## src/bus_size_wait_defines.vh

```
// Constants for the area bus width and wait-state controller.
// Assumes inclusion by bare name from the design files under src/.
`ifndef BUS_SIZE_WAIT_DEFINES_VH
`define BUS_SIZE_WAIT_DEFINES_VH

// ****************************************
// Register offsets
// ****************************************
`define AREA0_CTRL_ADDR   8'h68
`define AREA1_CTRL_ADDR   8'h69
`define AREA2_CTRL_ADDR   8'h6A
`define AREA3_CTRL_ADDR   8'h6B
`define UNMATCH_CTRL_ADDR 8'h6C
`define ADDR_W            8

// ****************************************
// Field positions
// ****************************************
`define ENABLE_BIT      4
`define STROBE_TYPE_BIT 3
`define WIDTH_SEL_BIT   2
`define WAIT_HI_BIT     1
`define WAIT_LO_BIT     0
`define FULL_RANGE_BIT  5

// ****************************************
// Reset values
// ****************************************
`define AREA0_CTRL_RST   8'h00
`define AREA1_CTRL_RST   8'h00
`define AREA2_CTRL_RST   8'h10
`define AREA3_CTRL_RST   8'h00
`define UNMATCH_CTRL_RST 8'h00

// ****************************************
// Wait modes and counts
// ****************************************
`define WAIT_TWO      2'h0
`define WAIT_ONE      2'h1
`define WAIT_ONE_PIN  2'h2
`define WAIT_NONE     2'h3
`define WAIT_CNT_W    2

// ****************************************
// Full-range window of area 2
// ****************************************
`define AREA2_RANGE_LO 24'h000080
`define AREA2_RANGE_HI 24'hFFFFFF

`endif

```

## src/wait_sync.v

```verilog
// Two-flop synchroniser for the external wait-request pin.
// Assumes the pin may change at any time relative to sys_clk.
`timescale 1ns/1ns
`default_nettype none

module wait_sync (
  // Clock and reset
  input  wire sys_clk,
  input  wire rst_b,
  // Pin and synchronised level
  input  wire pin_in,
  output wire pin_sync
);

  reg meta_q;
  reg sync_q;

  // The pin idles high (ready), so both flops reset to one.
  always @(posedge sys_clk or negedge rst_b) begin
    if (!rst_b) begin
      meta_q <= 1'b1;
      sync_q <= 1'b1;
    end else begin
      meta_q <= pin_in;
      sync_q <= meta_q;
    end
  end

  assign pin_sync = sync_q;

endmodule

`default_nettype wire

```

## src/bus_size_wait_control.v

```verilog
// Area bus width and wait-state controller with its write-only registers.
// Assumes external comparators supply per-area address matches, and a bus
// sequencer that raises cycle_start once per external bus cycle.
//
// Implementation choice: the address-and-strobe port.
`timescale 1ns/1ns
`default_nettype none
`include "bus_size_wait_defines.vh"

// Functional notes
// - Four areas with select, wait, width control
// - Bit 4 enables each area
// - Reset: area 2 enabled, others off
// - Bit 2 picks 8 or 16 bit
// - Width pin high forces eight-bit accesses
// - Mode 00 adds two wait states
// - Mode 01 adds one wait state
// - Mode 10: one wait, then pin-extended
// - Mode 11 adds no wait states
// - Reset clears all wait fields
// - Refresh collision adds refresh on top
// - Area 3 bit 3 selects column strobe
// - Area 2 mode bit clear selects full range
// - Unmatched accesses use catch-all register
// - Lowest-numbered matching area wins
module bus_size_wait_control #(
  parameter REFRESH_STATES = 3
) (
  // Clock and reset
  input  wire        sys_clk,
  input  wire        rst_b,
  // Register port
  input  wire [7:0]  reg_addr,
  input  wire [7:0]  reg_wdata,
  input  wire        reg_wr,
  input  wire        reg_rd,
  output reg  [7:0]  reg_rdata,
  // Access description
  input  wire [23:0] bus_addr,
  input  wire [3:0]  area_match,
  input  wire        cycle_start,
  input  wire        dram_access,
  input  wire        refresh_collide,
  // Pins
  input  wire        ext_width_select_pin,
  input  wire        wait_req_b,
  // Decoded access
  output reg  [3:0]  select_out_b,
  output reg         area3_cas_mode,
  output reg         width_8bit,
  output reg  [1:0]  wait_mode,
  output wire        wait_active,
  output wire        cycle_done
);

  // ****************************************
  // Write-only control registers
  // ****************************************
  reg [7:0] area_ctrl_q [0:3];
  reg [7:0] unmatch_ctrl_q;

  // Writes replace the whole register; there is no read path to merge.
  always @(posedge sys_clk or negedge rst_b) begin
    if (!rst_b) begin
      // Only area 2 comes up enabled; every wait field starts at 00.
      area_ctrl_q[0] <= `AREA0_CTRL_RST;
      area_ctrl_q[1] <= `AREA1_CTRL_RST;
      area_ctrl_q[2] <= `AREA2_CTRL_RST;
      area_ctrl_q[3] <= `AREA3_CTRL_RST;
      unmatch_ctrl_q <= `UNMATCH_CTRL_RST;
    end else if (reg_wr) begin
      if (reg_addr == `AREA0_CTRL_ADDR) begin
        area_ctrl_q[0] <= reg_wdata;
      end else if (reg_addr == `AREA1_CTRL_ADDR) begin
        area_ctrl_q[1] <= reg_wdata;
      end else if (reg_addr == `AREA2_CTRL_ADDR) begin
        area_ctrl_q[2] <= reg_wdata;
      end else if (reg_addr == `AREA3_CTRL_ADDR) begin
        area_ctrl_q[3] <= reg_wdata;
      end else if (reg_addr == `UNMATCH_CTRL_ADDR) begin
        unmatch_ctrl_q <= reg_wdata;
      end
    end
  end

  // Registers are write-only: every read returns zero.
  always @(posedge sys_clk or negedge rst_b) begin
    if (!rst_b) begin
      reg_rdata <= 8'h00;
    end else begin
      reg_rdata <= 8'h00;
    end
  end

  // ****************************************
  // Area hit and priority
  // ****************************************
  wire [3:0] area_hit;
  wire       area2_in_range;

  // The top bound is the end of the 24-bit space, so only the lower
  // bound really narrows the window.
  assign area2_in_range = (bus_addr >= `AREA2_RANGE_LO) && (bus_addr <= `AREA2_RANGE_HI);

  genvar gi;
  generate
    for (gi = 0; gi < 4; gi = gi + 1) begin : g_hit
      if (gi == 2) begin : g_a2
        // Mode bit clear: area 2 covers the full window.
        assign area_hit[gi] = area_ctrl_q[gi][`ENABLE_BIT] &&
          (area_ctrl_q[gi][`FULL_RANGE_BIT] ? area_match[gi] : area2_in_range);
      end else begin : g_ax
        assign area_hit[gi] = area_ctrl_q[gi][`ENABLE_BIT] && area_match[gi];
      end
    end
  endgenerate

  // Returns the lowest-numbered hit as an index, 3'h4 when none.
  function [2:0] first_hit;
    input [3:0] hits;
    begin
      if (hits[0]) begin
        first_hit = 3'h0;
      end else if (hits[1]) begin
        first_hit = 3'h1;
      end else if (hits[2]) begin
        first_hit = 3'h2;
      end else if (hits[3]) begin
        first_hit = 3'h3;
      end else begin
        first_hit = 3'h4;
      end
    end
  endfunction

  wire [2:0] sel_idx;
  reg  [7:0] sel_ctrl;

  assign sel_idx = first_hit(area_hit);

  always @* begin
    if (sel_idx[2]) begin
      sel_ctrl = unmatch_ctrl_q;
    end else begin
      sel_ctrl = area_ctrl_q[sel_idx[1:0]];
    end
  end

  // ****************************************
  // Registered decode outputs
  // ****************************************
  // Outputs lag the settings by one clock, so a write shows one edge
  // after the edge that stores it.
  always @(posedge sys_clk or negedge rst_b) begin
    if (!rst_b) begin
      select_out_b   <= 4'hF;
      area3_cas_mode <= 1'b0;
      width_8bit     <= 1'b0;
      wait_mode      <= `WAIT_TWO;
    end else begin
      if (sel_idx[2]) begin
        select_out_b <= 4'hF;
      end else begin
        select_out_b <= ~(4'h1 << sel_idx[1:0]);
      end
      area3_cas_mode <= area_ctrl_q[3][`STROBE_TYPE_BIT];
      // The pin overrides every width bit.
      width_8bit <= ext_width_select_pin | sel_ctrl[`WIDTH_SEL_BIT];
      wait_mode  <= sel_ctrl[`WAIT_HI_BIT:`WAIT_LO_BIT];
    end
  end

  // ****************************************
  // Wait-state sequencer
  // ****************************************
  // A start is heard only in idle; one that arrives while a cycle runs is
  // dropped, so the bus sequencer must wait for cycle_done.
  localparam ST_IDLE    = 2'h0;
  localparam ST_WAIT    = 2'h1;
  localparam ST_PIN     = 2'h2;
  localparam ST_REFRESH = 2'h3;

  wire wait_req_sync;

  // The pin idles high through its pull-up, so the synchroniser resets to one.
  wait_sync u_wait_sync (
    .sys_clk  (sys_clk),
    .rst_b    (rst_b),
    .pin_in   (wait_req_b),
    .pin_sync (wait_req_sync)
  );

  reg [1:0] state_q;
  reg [1:0] state_d;
  reg [1:0] cnt_q;
  reg [1:0] cnt_d;
  reg [1:0] run_mode_q;
  reg [1:0] run_mode_d;
  reg       refresh_q;
  reg       refresh_d;
  // The refresh length is a parameter because the refresh timer sits
  // outside this block.
  reg [7:0] ref_cnt_q;
  reg [7:0] ref_cnt_d;
  reg       done;

  wire [1:0] start_mode;
  assign start_mode = sel_ctrl[`WAIT_HI_BIT:`WAIT_LO_BIT];

  always @* begin
    state_d    = state_q;
    cnt_d      = cnt_q;
    run_mode_d = run_mode_q;
    refresh_d  = refresh_q;
    ref_cnt_d  = ref_cnt_q;
    done       = 1'b0;
    case (state_q)
      ST_IDLE: begin
        if (cycle_start) begin
          run_mode_d = start_mode;
          refresh_d  = dram_access & refresh_collide;
          if (start_mode == `WAIT_TWO) begin
            cnt_d   = 2'h2;
            state_d = ST_WAIT;
          end else if (start_mode == `WAIT_NONE) begin
            cnt_d = 2'h0;
            if (dram_access & refresh_collide) begin
              ref_cnt_d = REFRESH_STATES[7:0];
              state_d   = ST_REFRESH;
            end else begin
              done = 1'b1;
            end
          end else begin
            cnt_d   = 2'h1;
            state_d = ST_WAIT;
          end
        end
      end
      ST_WAIT: begin
        // The last fixed wait decides whether the pin may stretch the cycle.
        if (cnt_q > 2'h1) begin
          cnt_d = cnt_q - 2'h1;
        end else if ((run_mode_q == `WAIT_ONE_PIN) && !wait_req_sync) begin
          state_d = ST_PIN;
        end else if (refresh_q) begin
          ref_cnt_d = REFRESH_STATES[7:0];
          state_d   = ST_REFRESH;
        end else begin
          state_d = ST_IDLE;
          done    = 1'b1;
        end
      end
      ST_PIN: begin
        // Pin is sampled at the end of each extra wait state.
        if (wait_req_sync) begin
          if (refresh_q) begin
            ref_cnt_d = REFRESH_STATES[7:0];
            state_d   = ST_REFRESH;
          end else begin
            state_d = ST_IDLE;
            done    = 1'b1;
          end
        end
      end
      default: begin
        // Refresh states come on top of the configured waits.
        if (ref_cnt_q > 8'h1) begin
          ref_cnt_d = ref_cnt_q - 8'h1;
        end else begin
          refresh_d = 1'b0;
          state_d   = ST_IDLE;
          done      = 1'b1;
        end
      end
    endcase
  end

  always @(posedge sys_clk or negedge rst_b) begin
    if (!rst_b) begin
      state_q    <= ST_IDLE;
      cnt_q      <= 2'h0;
      run_mode_q <= `WAIT_TWO;
      refresh_q  <= 1'b0;
      ref_cnt_q  <= 8'h00;
    end else begin
      state_q    <= state_d;
      cnt_q      <= cnt_d;
      run_mode_q <= run_mode_d;
      refresh_q  <= refresh_d;
      ref_cnt_q  <= ref_cnt_d;
    end
  end

  // ****************************************
  // Handshake outputs
  // ****************************************
  // wait_active decodes the state register; cycle_done comes combinationally from the next-state logic.
  assign wait_active = (state_q != ST_IDLE);
  assign cycle_done  = done;

endmodule

`default_nettype wire

```

## config.mk

```make
export PLATFORM = sky130hd
export DESIGN_NAME = bus_size_wait_control
export DESIGN_NICKNAME = d
export VERILOG_FILES = /design/src/wait_sync.v /design/src/bus_size_wait_control.v
export VERILOG_INCLUDE_DIRS = /design/src /design/src/src
export SDC_FILE = /design/constraint.sdc
export NUM_CORES = 1
export LEC_CHECK = 0
export BUFFER_PORTS_ARGS = -buffer_cell sky130_fd_sc_hd__buf_2
export CAP_MARGIN = 20
export CORE_ASPECT_RATIO = 1.2
export CORE_MARGIN = 1
export CORE_UTILIZATION = 23
export CTS_BUF_LIST = sky130_fd_sc_hd__clkbuf_8
export DETAILED_ROUTE_END_ITERATION = 8
export GPL_TIMING_DRIVEN = 0
export HOLD_SLACK_MARGIN = 0.03
export PLACE_DENSITY = 0.41
export SLEW_MARGIN = 20
export SYNTH_ARGS = -nofsm -noshare
export SYNTH_HDL_FRONTEND = slang
export SYNTH_SLANG_ARGS = --single-unit
```

## constraint.sdc

```tcl
create_clock -name sys_clk -period 3.9 [get_ports sys_clk]
set_input_delay 0.78 -clock sys_clk [delete_from_list [all_inputs] [get_ports sys_clk]]
set_output_delay 0.78 -clock sys_clk [all_outputs]
set_load 0.03 [all_outputs]
```

* After elaboration in Yosys (flattened, before gate mapping) *
Index checks and enable logic that the tools add are counted.

operators by class
  equal/unequal tests = 20
  $add $sub $neg = 2
  magnitude comparators = 5
  shifts and indexed selects = 1
  multiplexer cells = 48
  reductions and logical operators = 23
  bitwise gates (word level) = 9

operators with widths
  operator                                                            count
  2-to-1 mux 8 bit                                                    9
  equality test 8 x 7 -> 1 bit, second input constant                 5
  greater-or-equal comparator 24 x 8 -> 1 bit, second input constant  1
  less-or-equal comparator 24 bit, second input constant              1
  2-to-1 mux 2 bit                                                    12
  one-hot mux 8 bit (3 select lines)                                  1
  2-to-1 mux 3 bit                                                    7
  binary-select mux 8 bit (select 2 bit)                              1
  inequality test 2 bit, second input constant                        7
  2-to-1 mux 1 bit                                                    13
  AND reduction 5 bit                                                 2
  AND reduction 3 bit                                                 3
  > comparator 8 x 1 -> 1 bit, second input constant                  1
  AND reduction 8 bit                                                 1
  subtractor 8 x 1 -> 8 bit, second input constant                    1
  equality test 2 bit, second input constant                          3
  logical AND 1 bit                                                   6
  one-hot mux 2 bit (3 select lines)                                  1
  AND reduction 6 bit                                                 1
  inverter 1 bit                                                      5
  logical NOT 2 bit                                                   2
  2-to-1 mux 4 bit                                                    1
  inequality test 2 x 1 -> 1 bit, second input constant               2
  inequality test 4 x 1 -> 1 bit, second input constant               1
  other kinds (19)                                                    21

word-level totals
  input bits = 53
  flip-flop bits (word level) = 60
  logic and storage cells = 124

* Logic depth before layout (Yosys ltp) *
Gate-level depths: netlist of run 1.

  depth in word-level cells = 17
  depth in mapped cells = 12
  mapped depth without buffers = 11

* Modules after synthesis *
Synthesis of run 1 repeated with hierarchy kept, for this count alone.

second synthesis, totals
  cells, all modules = 239
  area, all modules = 2466.1 um^2

by module, submodules not included
  module                 area each (um^2)  cells each  times used
  bus_size_wait_control  2413.6            237         1
  wait_sync              52.6              2           1

* Worst setup path after synthesis of run 1 *
OpenSTA, ideal clock, no wires.

  path kind = input to output
  start = input bus_addr[11]
  end = output cycle_done
  path slack = 0.041 ns
  stages = 11
  required time = 3.120 ns
  data arrival time = 3.079 ns
  cells stage by stage = nor4_1 > nand3_1 > o211ai_1 > or3_1 > a31oi_1 > inv_1 > ha_1 > nand2_1 > nor3b_1 > a221oi_1 > a21oi_1

between the ends
  cells in the longest elaborated chain, start to end = 17
  elaborated cells between the ends (all ways) = 19

RTL lines
  item                                                                                                      RTL line                     text
  start: declaration                                                                                        bus_size_wait_control.v:39   input wire [23:0] bus_addr,
  greater-or-equal comparator 24 x 8 -> 1 bit (no line) or less-or-equal comparator 24 bit (tied branches)  -
  logical AND 1 bit *                                                                                       bus_size_wait_control.v:103  assign area2_in_range = (bus_addr >= `AREA2_RANGE_LO) && (bus_addr <= `AREA2_RANGE_HI);
  2-to-1 mux 1 bit *                                                                                        bus_size_wait_control.v:111  (area_ctrl_q[gi][`FULL_RANGE_BIT] ? area_match[gi] : area2_in_range);
  logical AND 1 bit *                                                                                       bus_size_wait_control.v:110  assign area_hit[gi] = area_ctrl_q[gi][`ENABLE_BIT] &&
  2-to-1 mux 3 bit *                                                                                        bus_size_wait_control.v:126  end else if (hits[2]) begin
  2-to-1 mux 3 bit *                                                                                        bus_size_wait_control.v:124  end else if (hits[1]) begin
  2-to-1 mux 3 bit *                                                                                        bus_size_wait_control.v:122  if (hits[0]) begin
  inverter 2 -> 3 bit (implied by the code)                                                                 bus_size_wait_control.v:145  sel_ctrl = area_ctrl_q[sel_idx[1:0]];
  binary-select mux 8 bit (select 2 bit)                                                                    bus_size_wait_control.v:145
  2-to-1 mux 3 bit (implied by the code) (2 in a row)                                                       bus_size_wait_control.v:145
  2-to-1 mux 3 bit *                                                                                        bus_size_wait_control.v:142  if (sel_idx[2]) begin
  via sel_ctrl[1]                                                                                           bus_size_wait_control.v:137  reg [7:0] sel_ctrl;
  equality test 2 bit (no line)                                                                             -
  2-to-1 mux 1 bit                                                                                          bus_size_wait_control.v:225  end else if (start_mode == `WAIT_NONE) begin
  2-to-1 mux 1 bit *                                                                                        bus_size_wait_control.v:222  if (start_mode == `WAIT_TWO) begin
  2-to-1 mux 1 bit *                                                                                        bus_size_wait_control.v:219  if (cycle_start) begin
  one-hot mux 1 bit (3 select lines) *                                                                      bus_size_wait_control.v:217  case (state_q)
  end: declaration                                                                                          bus_size_wait_control.v:53   output wire cycle_done

The timed path passes the listed nets; every way through them passes the cells marked *. The select of a mux whose other input is x is not followed.

* Final worst setup path of run 1 *
Same ends and word-level chain as after synthesis.

==> qor.yml, run 1 <==
drt:
  drtIter0Drc: 42
  drc: 0
  wirelength_mm: 5.80
  via_count: 1978
  viasPerCell: 4.56
  antenna_left: 0
  firstDrtPassIters: 4
  wl_per_cell_um: 13.4
yosys:
  synth_edf_count: 0
  synthCells: 234
  netlist_area_um2: 2460
  synth_area_per_cell_um2: 10.5
  ys_top_cells_by_count: "dfrtp_1 (39), mux2_2 (21), nand2_1 (21)"
  synth_area_leaders: "dfrtp_1 (40%), mux2_2 (9.6%), dfstp_2 (7.5%)"
  yosysUniqueCellTypes: 43
  yosys_warnings: 0
  synth_seq_cells: 46
  synthFlopType: "dfrtp_1"
  yosysMostFrequentCell: "dfrtp_1"
  synth_seq_area_share: 0.472
  synth_async_sr_flop_share: 1.00
  synth_top_area_cell: "dfrtp_1"
  synth_top_area_share: 0.397
sta:
  rsz0062_at_grt: "no"
  period_minus_slack_ns: 3.70
  finalClockSkew_ns: 0.00561
  tns_ns: 0
  setup_violations: 0
  slew_viol_final: 0
  fin_crit_sh: 0.948
  fmaxAchievable_mhz: 271
  slew_headroom: 0.424
  worst_slack_ns: 0.205
  finalHoldViolations: 0
  tightestPinTransition_ns: 0.852
cells_and_area:
  area_delta_synth_final_pct: 27.4
  stdcell_count: 434
  drive_above_1_share: 0.413
  final_nets: 366
  antenna_cells: 0
worst_setup_path:
  crit_family: "simple AND/OR/NAND/NOR gates"
  slowest_delay_ns: 0.26
  critPathMaxFanout: 7
  r2r_cells: 11
  end_kind: "primary output"
  r2r-end: "ref_cnt_q[3]"
  start_kind: "input pin"
  cpMaxStageDelayCell: "nor4_1"
  r2r_start: "area_ctrl_q[13]"
  worst-path-buf-inv: 4
  path_cells: "buf_2 -> nor4_1 -> nand3_1 -> o211ai_1 -> buf_4 -> or3_4 -> a31oi_4 -> inv_1 -> ha_1 -> nand2_2 -> nor3b_4 -> a221oi_1 -> a21oi_1 -> buf_4"
  crit_top_cell: "buf_4"
  reg2reg_slack_ns: 0.89
  critPathKind: "in2out"
  crit_required_ns: 3.12
  cp.arrival_ns: 2.92
floorplan:
  dieWidth_um: 96.4
  core_area_um2: 10500
  io_pins: 71
  initial_utilization: 0.235
  row_count: 41
  die_area_um2: 11100
  die_y_um: 115
power_and_ir_drop:
  switchingPower_mw: 0.540
  internal_power_mw: 0.894
  p_comb_frac: 0.400
  p_leak_nw: 1.48
  p_seq_frac: 0.399
  ir_drop_v: 0.000148
  clock_power_share: 0.201
  power_mw: 1.43
  power.density_nw_per_um2: 457
  swShare: 0.376
clock_tree:
  ctsHoldBuffers: 0
  cts_inserted_buffers: 5
  h-tree-depth: 2
  clockBufferDepth: 2
  worstSkewPairLatency_ns: 0.30
  clock_sinks: 46
  cts_tree: "done"
  root_buffer: "clkbuf_8"
  path_clk_slew_ns: 0.08
placed_design:
  place_inst: 422
  gp_congestion: 0.739
  pre_cts_slack_ns: -0.350
  dp_hpwl_mm: 4.30
  numPortBuffers: 52
global_routing:
  grt_overflow: 0
  antenna_found_initial: 0
  track_usage: 0.113
  grt_pass1_wl_mm: 9.56
  grt_start_max_net_pins: 47
  first_global_vias: 1945
hold_path:
  min_path_cells: 0
  holdPathEnd: "u_wait_sync.pin_sync"
  worstHoldStart: "u_wait_sync.meta_q"
  worstHoldPathType: "reg2reg"
job:
  max_cap_viol_count: 0
outcome:
  outcome: "completed"
[logic make-up after synthesis]
| logic type | count (synthesis) | share of synthesized area |
|---|---|---|
| simple gates | 76 | 0.166 |
| compound gates | 52 | 0.152 |
| fa+ha+maj | 9 | 0.0458 |
| other cells | 1 | 0.00152 |
| mux | 24 | 0.109 |
| buf+inv | 26 | 0.0549 |
| flops | 46 | 0.472 |
[repair_timing]
action	CTS	global route
endpoints found under the setup margin	1	1
pin swaps	1	5
resized for setup	2	18
setup buffers	2	2
[worst max-delay path by stage]
stage | start | to | depth (start not counted)
finish | bus_addr[11] | cycle_done | 14
global route | bus_addr[11] | cycle_done | 14
CTS | bus_addr[11] | cycle_done | 14
detailed placement | bus_addr[11] | cycle_done | 13
global placement | bus_addr[11] | cycle_done | 13
floorplan | bus_addr[11] | cycle_done | 11
[state kept, by name, summed over array words and instances (netlist names)]
register / flops
u_wait_sync.pin_sync: 1
area3_cas_mode: 1
run_mode_q: 2
state_q: 2
u_wait_sync.meta_q: 1
select_out_b: 4
unmatch_ctrl_q: 3
ref_cnt_q: 8
area_ctrl_q: 18
refresh_q: 1
wait_mode: 2
cnt_q: 2
width_8bit: 1
[power by group through the flow]
stage | clock network, mW | registers, mW | logic [mW]
floorplan | 0 | 0.582 | 0.413
global placement | 0 | 0.581 | 0.558
detailed placement | 0 | 0.582 | 0.556
CTS | 0.310 | 0.572 | 0.560
global route | 0.323 | 0.581 | 0.643
finish | 0.288 | 0.572 | 0.573
[through the flow]
| stage | util | hold WS, ns | instance area, µm² |
|---|---|---|---|
| 2_1_floorplan | - | 0.345 | 2490 |
| 3_3_place_gp | 0.278 | 0.346 | 2910 |
| 3_5_place_dp | 0.278 | 0.347 | 2910 |
| 4_1_cts | 0.288 | 0.360 | 3020 |
| 5_1_grt | 0.299 | 0.362 | 3130 |
| 6_report | 0.299 | 0.358 | 3130 |
[worst register-to-register path: stages, from the launching register on]
cell,delay [ns]
dfrtp_1,0.41
nor4_2,0.26
nand3_1,0.13
o211ai_1,0.17
buf_4,0.19
or3_4,0.15
a31oi_4,0.09
ha_1,0.27
nor3b_1,0.45
o221ai_4,0.16
or2_2,0.36
o41ai_1,0.25
[layout make-up]
type | instances | area (µm²)
clock buffers | 5 | 68.8
plain buffers | 11 | 78.8
fillers | 1143 | 7330
multi-input cells | 169 | 1300
well taps | 129 | 161
repair buffers | 56 | 295
inverters | 15 | 56.3
clock inverters | 3 | 13.8
flip-flops and latches | 46 | 1160
[cells in the final DEF, fill, tap and decap left out, types with 8 or more instances in the layout]
master   instances
conb_1           8
buf_4           14
buf_2           50
a21oi_1         10
o21ai_0         13
ha_1             9
inv_1           15
nand2_1         20
dfrtp_1         39
nor2_1          17
mux2_2          21
[routing by layer]
metal / track usage / wire length [µm] / vias up
met5: 0 / 0 / -
met3: 0.0192 / 203 / 10
met1: 0.138 / 2420 / 954
met2: 0.196 / 3080 / 41
met4: 0.0461 / 99 / 0
li1: - / - / 973
No activity file was read; power rests on OpenSTA's default activity.
==> inputs of run 2 (changes only) <==
==> constraint.sdc (replaced) <==
create_clock -name sys_clk -period 3.8 [get_ports sys_clk]
set_input_delay 0.76 -clock sys_clk [delete_from_list [all_inputs] [get_ports sys_clk]]
set_output_delay 0.76 -clock sys_clk [all_outputs]
set_load 0.01 [all_outputs]
==> qor.yml, run 2 (synthesized netlist as in run 1, its figures left out) <==
floorplan:
  dieWidth_um: 96.4  # unchanged
  die_y_um: 115  # unchanged
  die_area_um2: 11100  # unchanged
  io_pins: 71  # unchanged
  row_count: 41  # unchanged
  initial_utilization: 0.235  # unchanged
  core_area_um2: 10500  # unchanged
clock_tree:
  cts_tree: "done"
  h-tree-depth: 2  # unchanged
  root_buffer: "clkbuf_8"
  worstSkewPairLatency_ns: 0.30  # about the same
  path_clk_slew_ns: 0.08  # about the same
  clockBufferDepth: 2  # unchanged
  cts_inserted_buffers: 5  # unchanged
  clock_sinks: 46  # unchanged
hold_path:
  min_path_cells: 0  # unchanged
  worstHoldStart: "u_wait_sync.meta_q"
  worstHoldPathType: "reg2reg"
  holdPathEnd: "u_wait_sync.pin_sync"
worst_setup_path:
  r2r_cells: 11  # unchanged
  critPathMaxFanout: 7  # unchanged
  worst-path-buf-inv: 4  # unchanged
  end_kind: "primary output"
  crit_required_ns: 3.04  # -0.08 ns
  r2r_start: "area_ctrl_q[13]"
  reg2reg_slack_ns: 0.81  # -0.08 ns
  path_cells: "buf_2 -> nor4_1 -> nand3_1 -> o211ai_1 -> buf_4 -> or3_4 -> a31oi_4 -> inv_1 -> ha_1 -> nand2_2 -> nor3b_4 -> a221oi_1 -> a21oi_1 -> buf_2"
  slowest_delay_ns: 0.26  # about the same
  start_kind: "input pin"
  critPathKind: "in2out"
  cp.arrival_ns: 2.86  # -0.06 ns
  cpMaxStageDelayCell: "nor3b_4"
  crit_family: "simple AND/OR/NAND/NOR gates"
  r2r-end: "ref_cnt_q[3]"
  crit_top_cell: "buf_2"
cells_and_area:
  final_nets: 366  # unchanged
  reg.largest.list: "area_ctrl_q (18), ref_cnt_q (8), select_out_b (4)"
  final_common_cell: "buf_2"
  stdcell_count: 434  # unchanged
  largest_register_ffs: 18  # unchanged
  fillCellCount: 1144  # +0.087%
  top_register: "area_ctrl_q"
  area_delta_synth_final_pct: 27.9
  fin_area_um2: 3150  # +0.40%
  layout_common_cells: "buf_2 (51), dfrtp_1 (39), mux2_2 (21)"
  drive_above_1_share: 0.416  # +0.00328
  antenna_cells: 0  # unchanged
global_routing:
  first_global_vias: 1943  # -0.10%
  grt_pass1_wl_mm: 9.56  # unchanged
  grt_overflow: 0  # unchanged
  track_usage: 0.113  # -0.000137
  grt_start_max_net_pins: 47  # unchanged
  antenna_found_initial: 0  # unchanged
job:
  max_cap_viol_count: 0  # unchanged
sta:
  setup_violations: 0  # unchanged
  slew_viol_final: 0  # unchanged
  worst_slack_ns: 0.184  # -0.0208 ns
  period_minus_slack_ns: 3.62
  finalHoldViolations: 0  # unchanged
  fmaxAchievable_mhz: 277
  fin_crit_sh: 0.952
  tightestPinTransition_ns: 0.919  # +0.0671 ns
  finalClockSkew_ns: 0.00568  # +0.0000743 ns
  whs_ns: 0.358  # +0.0000660 ns
  slew_headroom: 0.378  # -0.0454
  rsz0062_at_grt: "no"
power_and_ir_drop:
  p_leak_nw: 1.48  # about the same
  power.density_nw_per_um2: 456  # -0.36%
  ir_drop_v: 0.000149  # +0.12%
outcome:
  outcome: "completed"
drt:
  drc: 0  # unchanged
  drtIter0Drc: 45  # +7.1%
  viasPerCell: 4.57  # +0.35%
  wl_per_cell_um: 13.4  # +0.64%
  wirelength_mm: 5.83  # +0.64%
  via_count: 1985  # +0.35%
  antenna_left: 0  # unchanged
  firstDrtPassIters: 4  # unchanged
placed_design:
  gp_congestion: 0.739  # unchanged
  placed_area_um2: 2910  # unchanged
  numPortBuffers: 52  # unchanged
  pre_cts_slack_ns: -0.372  # -0.0225 ns
  place_inst: 422  # unchanged
  dp_hpwl_mm: 4.30  # unchanged
==> run 2: cell counts in the layout (fill, tap and decap cells not counted) <==
Identical to the previous run, type by type.
==> run 2: worst max path at each step <==
stage | startpoint | to | slack, ns | cells after the start
after floorplan | bus_addr[11] | cycle_done | 0.26 | 11
after detailed placement | bus_addr[11] | cycle_done | -0.37 | 13
after global routing | bus_addr[12] | cycle_done | 0.004 | 14
final | bus_addr[22] | cycle_done | 0.18 | 14
after global placement | bus_addr[11] | cycle_done | -0.37 | 13
after CTS | bus_addr[11] | cycle_done | 0.003 | 14
==> run 2: worst register-to-register path, delay by kind of cell, from the launching register on <==
kind                       cells  cell delay, ns
AOI/OAI and AO/OA              4            0.67
adders and majority gates      1            0.27
buffers and inverters          1            0.20
DFF                            1            0.41
and+or+nand+nor                5            1.32
==> run 2: routing by layer <==
layer  GRT usage  wire length, µm  share of wire  vias to the layer above
met5           0                0              0                        -
met4      0.0461              112          0.019                        0
met3      0.0192              197          0.034                       11
met2       0.196             3080           0.53                       38
met1       0.137             2440           0.42                      963
li1            -                -              -                      973
==> run 2: timing repair <==
item / 4_1_cts / 5_1_grt
pin swaps: 1 / 5
hold buffers: 0 / 0
setup buffers: 2 / 2
gates resized for setup: 3 / 17
setup endpoints to repair: 1 / 1
endpoints found under the hold margin: 0 / 0
==> run 2: power breakdown <==
group / internal, mW / leakage, nW / switching (mW)
clock network: 0.125 / 0.0491 / 0.172
registers: 0.549 / 0.590 / 0.0375
logic: 0.239 / 0.842 / 0.311
total: 0.913 / 1.48 / 0.520
==> run 2: final cells by class <==
cell class / count / area (µm²) / share of cell area
multi-input combinational: 169 / 1320 / 0.418
sequential: 46 / 1160 / 0.369
clock buffer: 5 / 68.8 / 0.0219
tap: 129 / 161 / 0.0513
inverter: 15 / 56.3 / 0.0179
buffer: 11 / 78.8 / 0.0250
clock inverter: 3 / 13.8 / 0.00437
timing repair buffer: 56 / 293 / 0.0930
==> run 2: per-stage QoR <==
stage / total power [mW] / TNS, ns / utilization
3_3_place_gp: 1.13 / -0.374 / 0.278
5_1_grt: 1.55 / 0 / 0.301
3_5_place_dp: 1.13 / -0.387 / 0.278
6_report: 1.43 / 0 / 0.301
4_1_cts: 1.44 / 0 / 0.289
2_1_floorplan: 0.985 / 0 / -
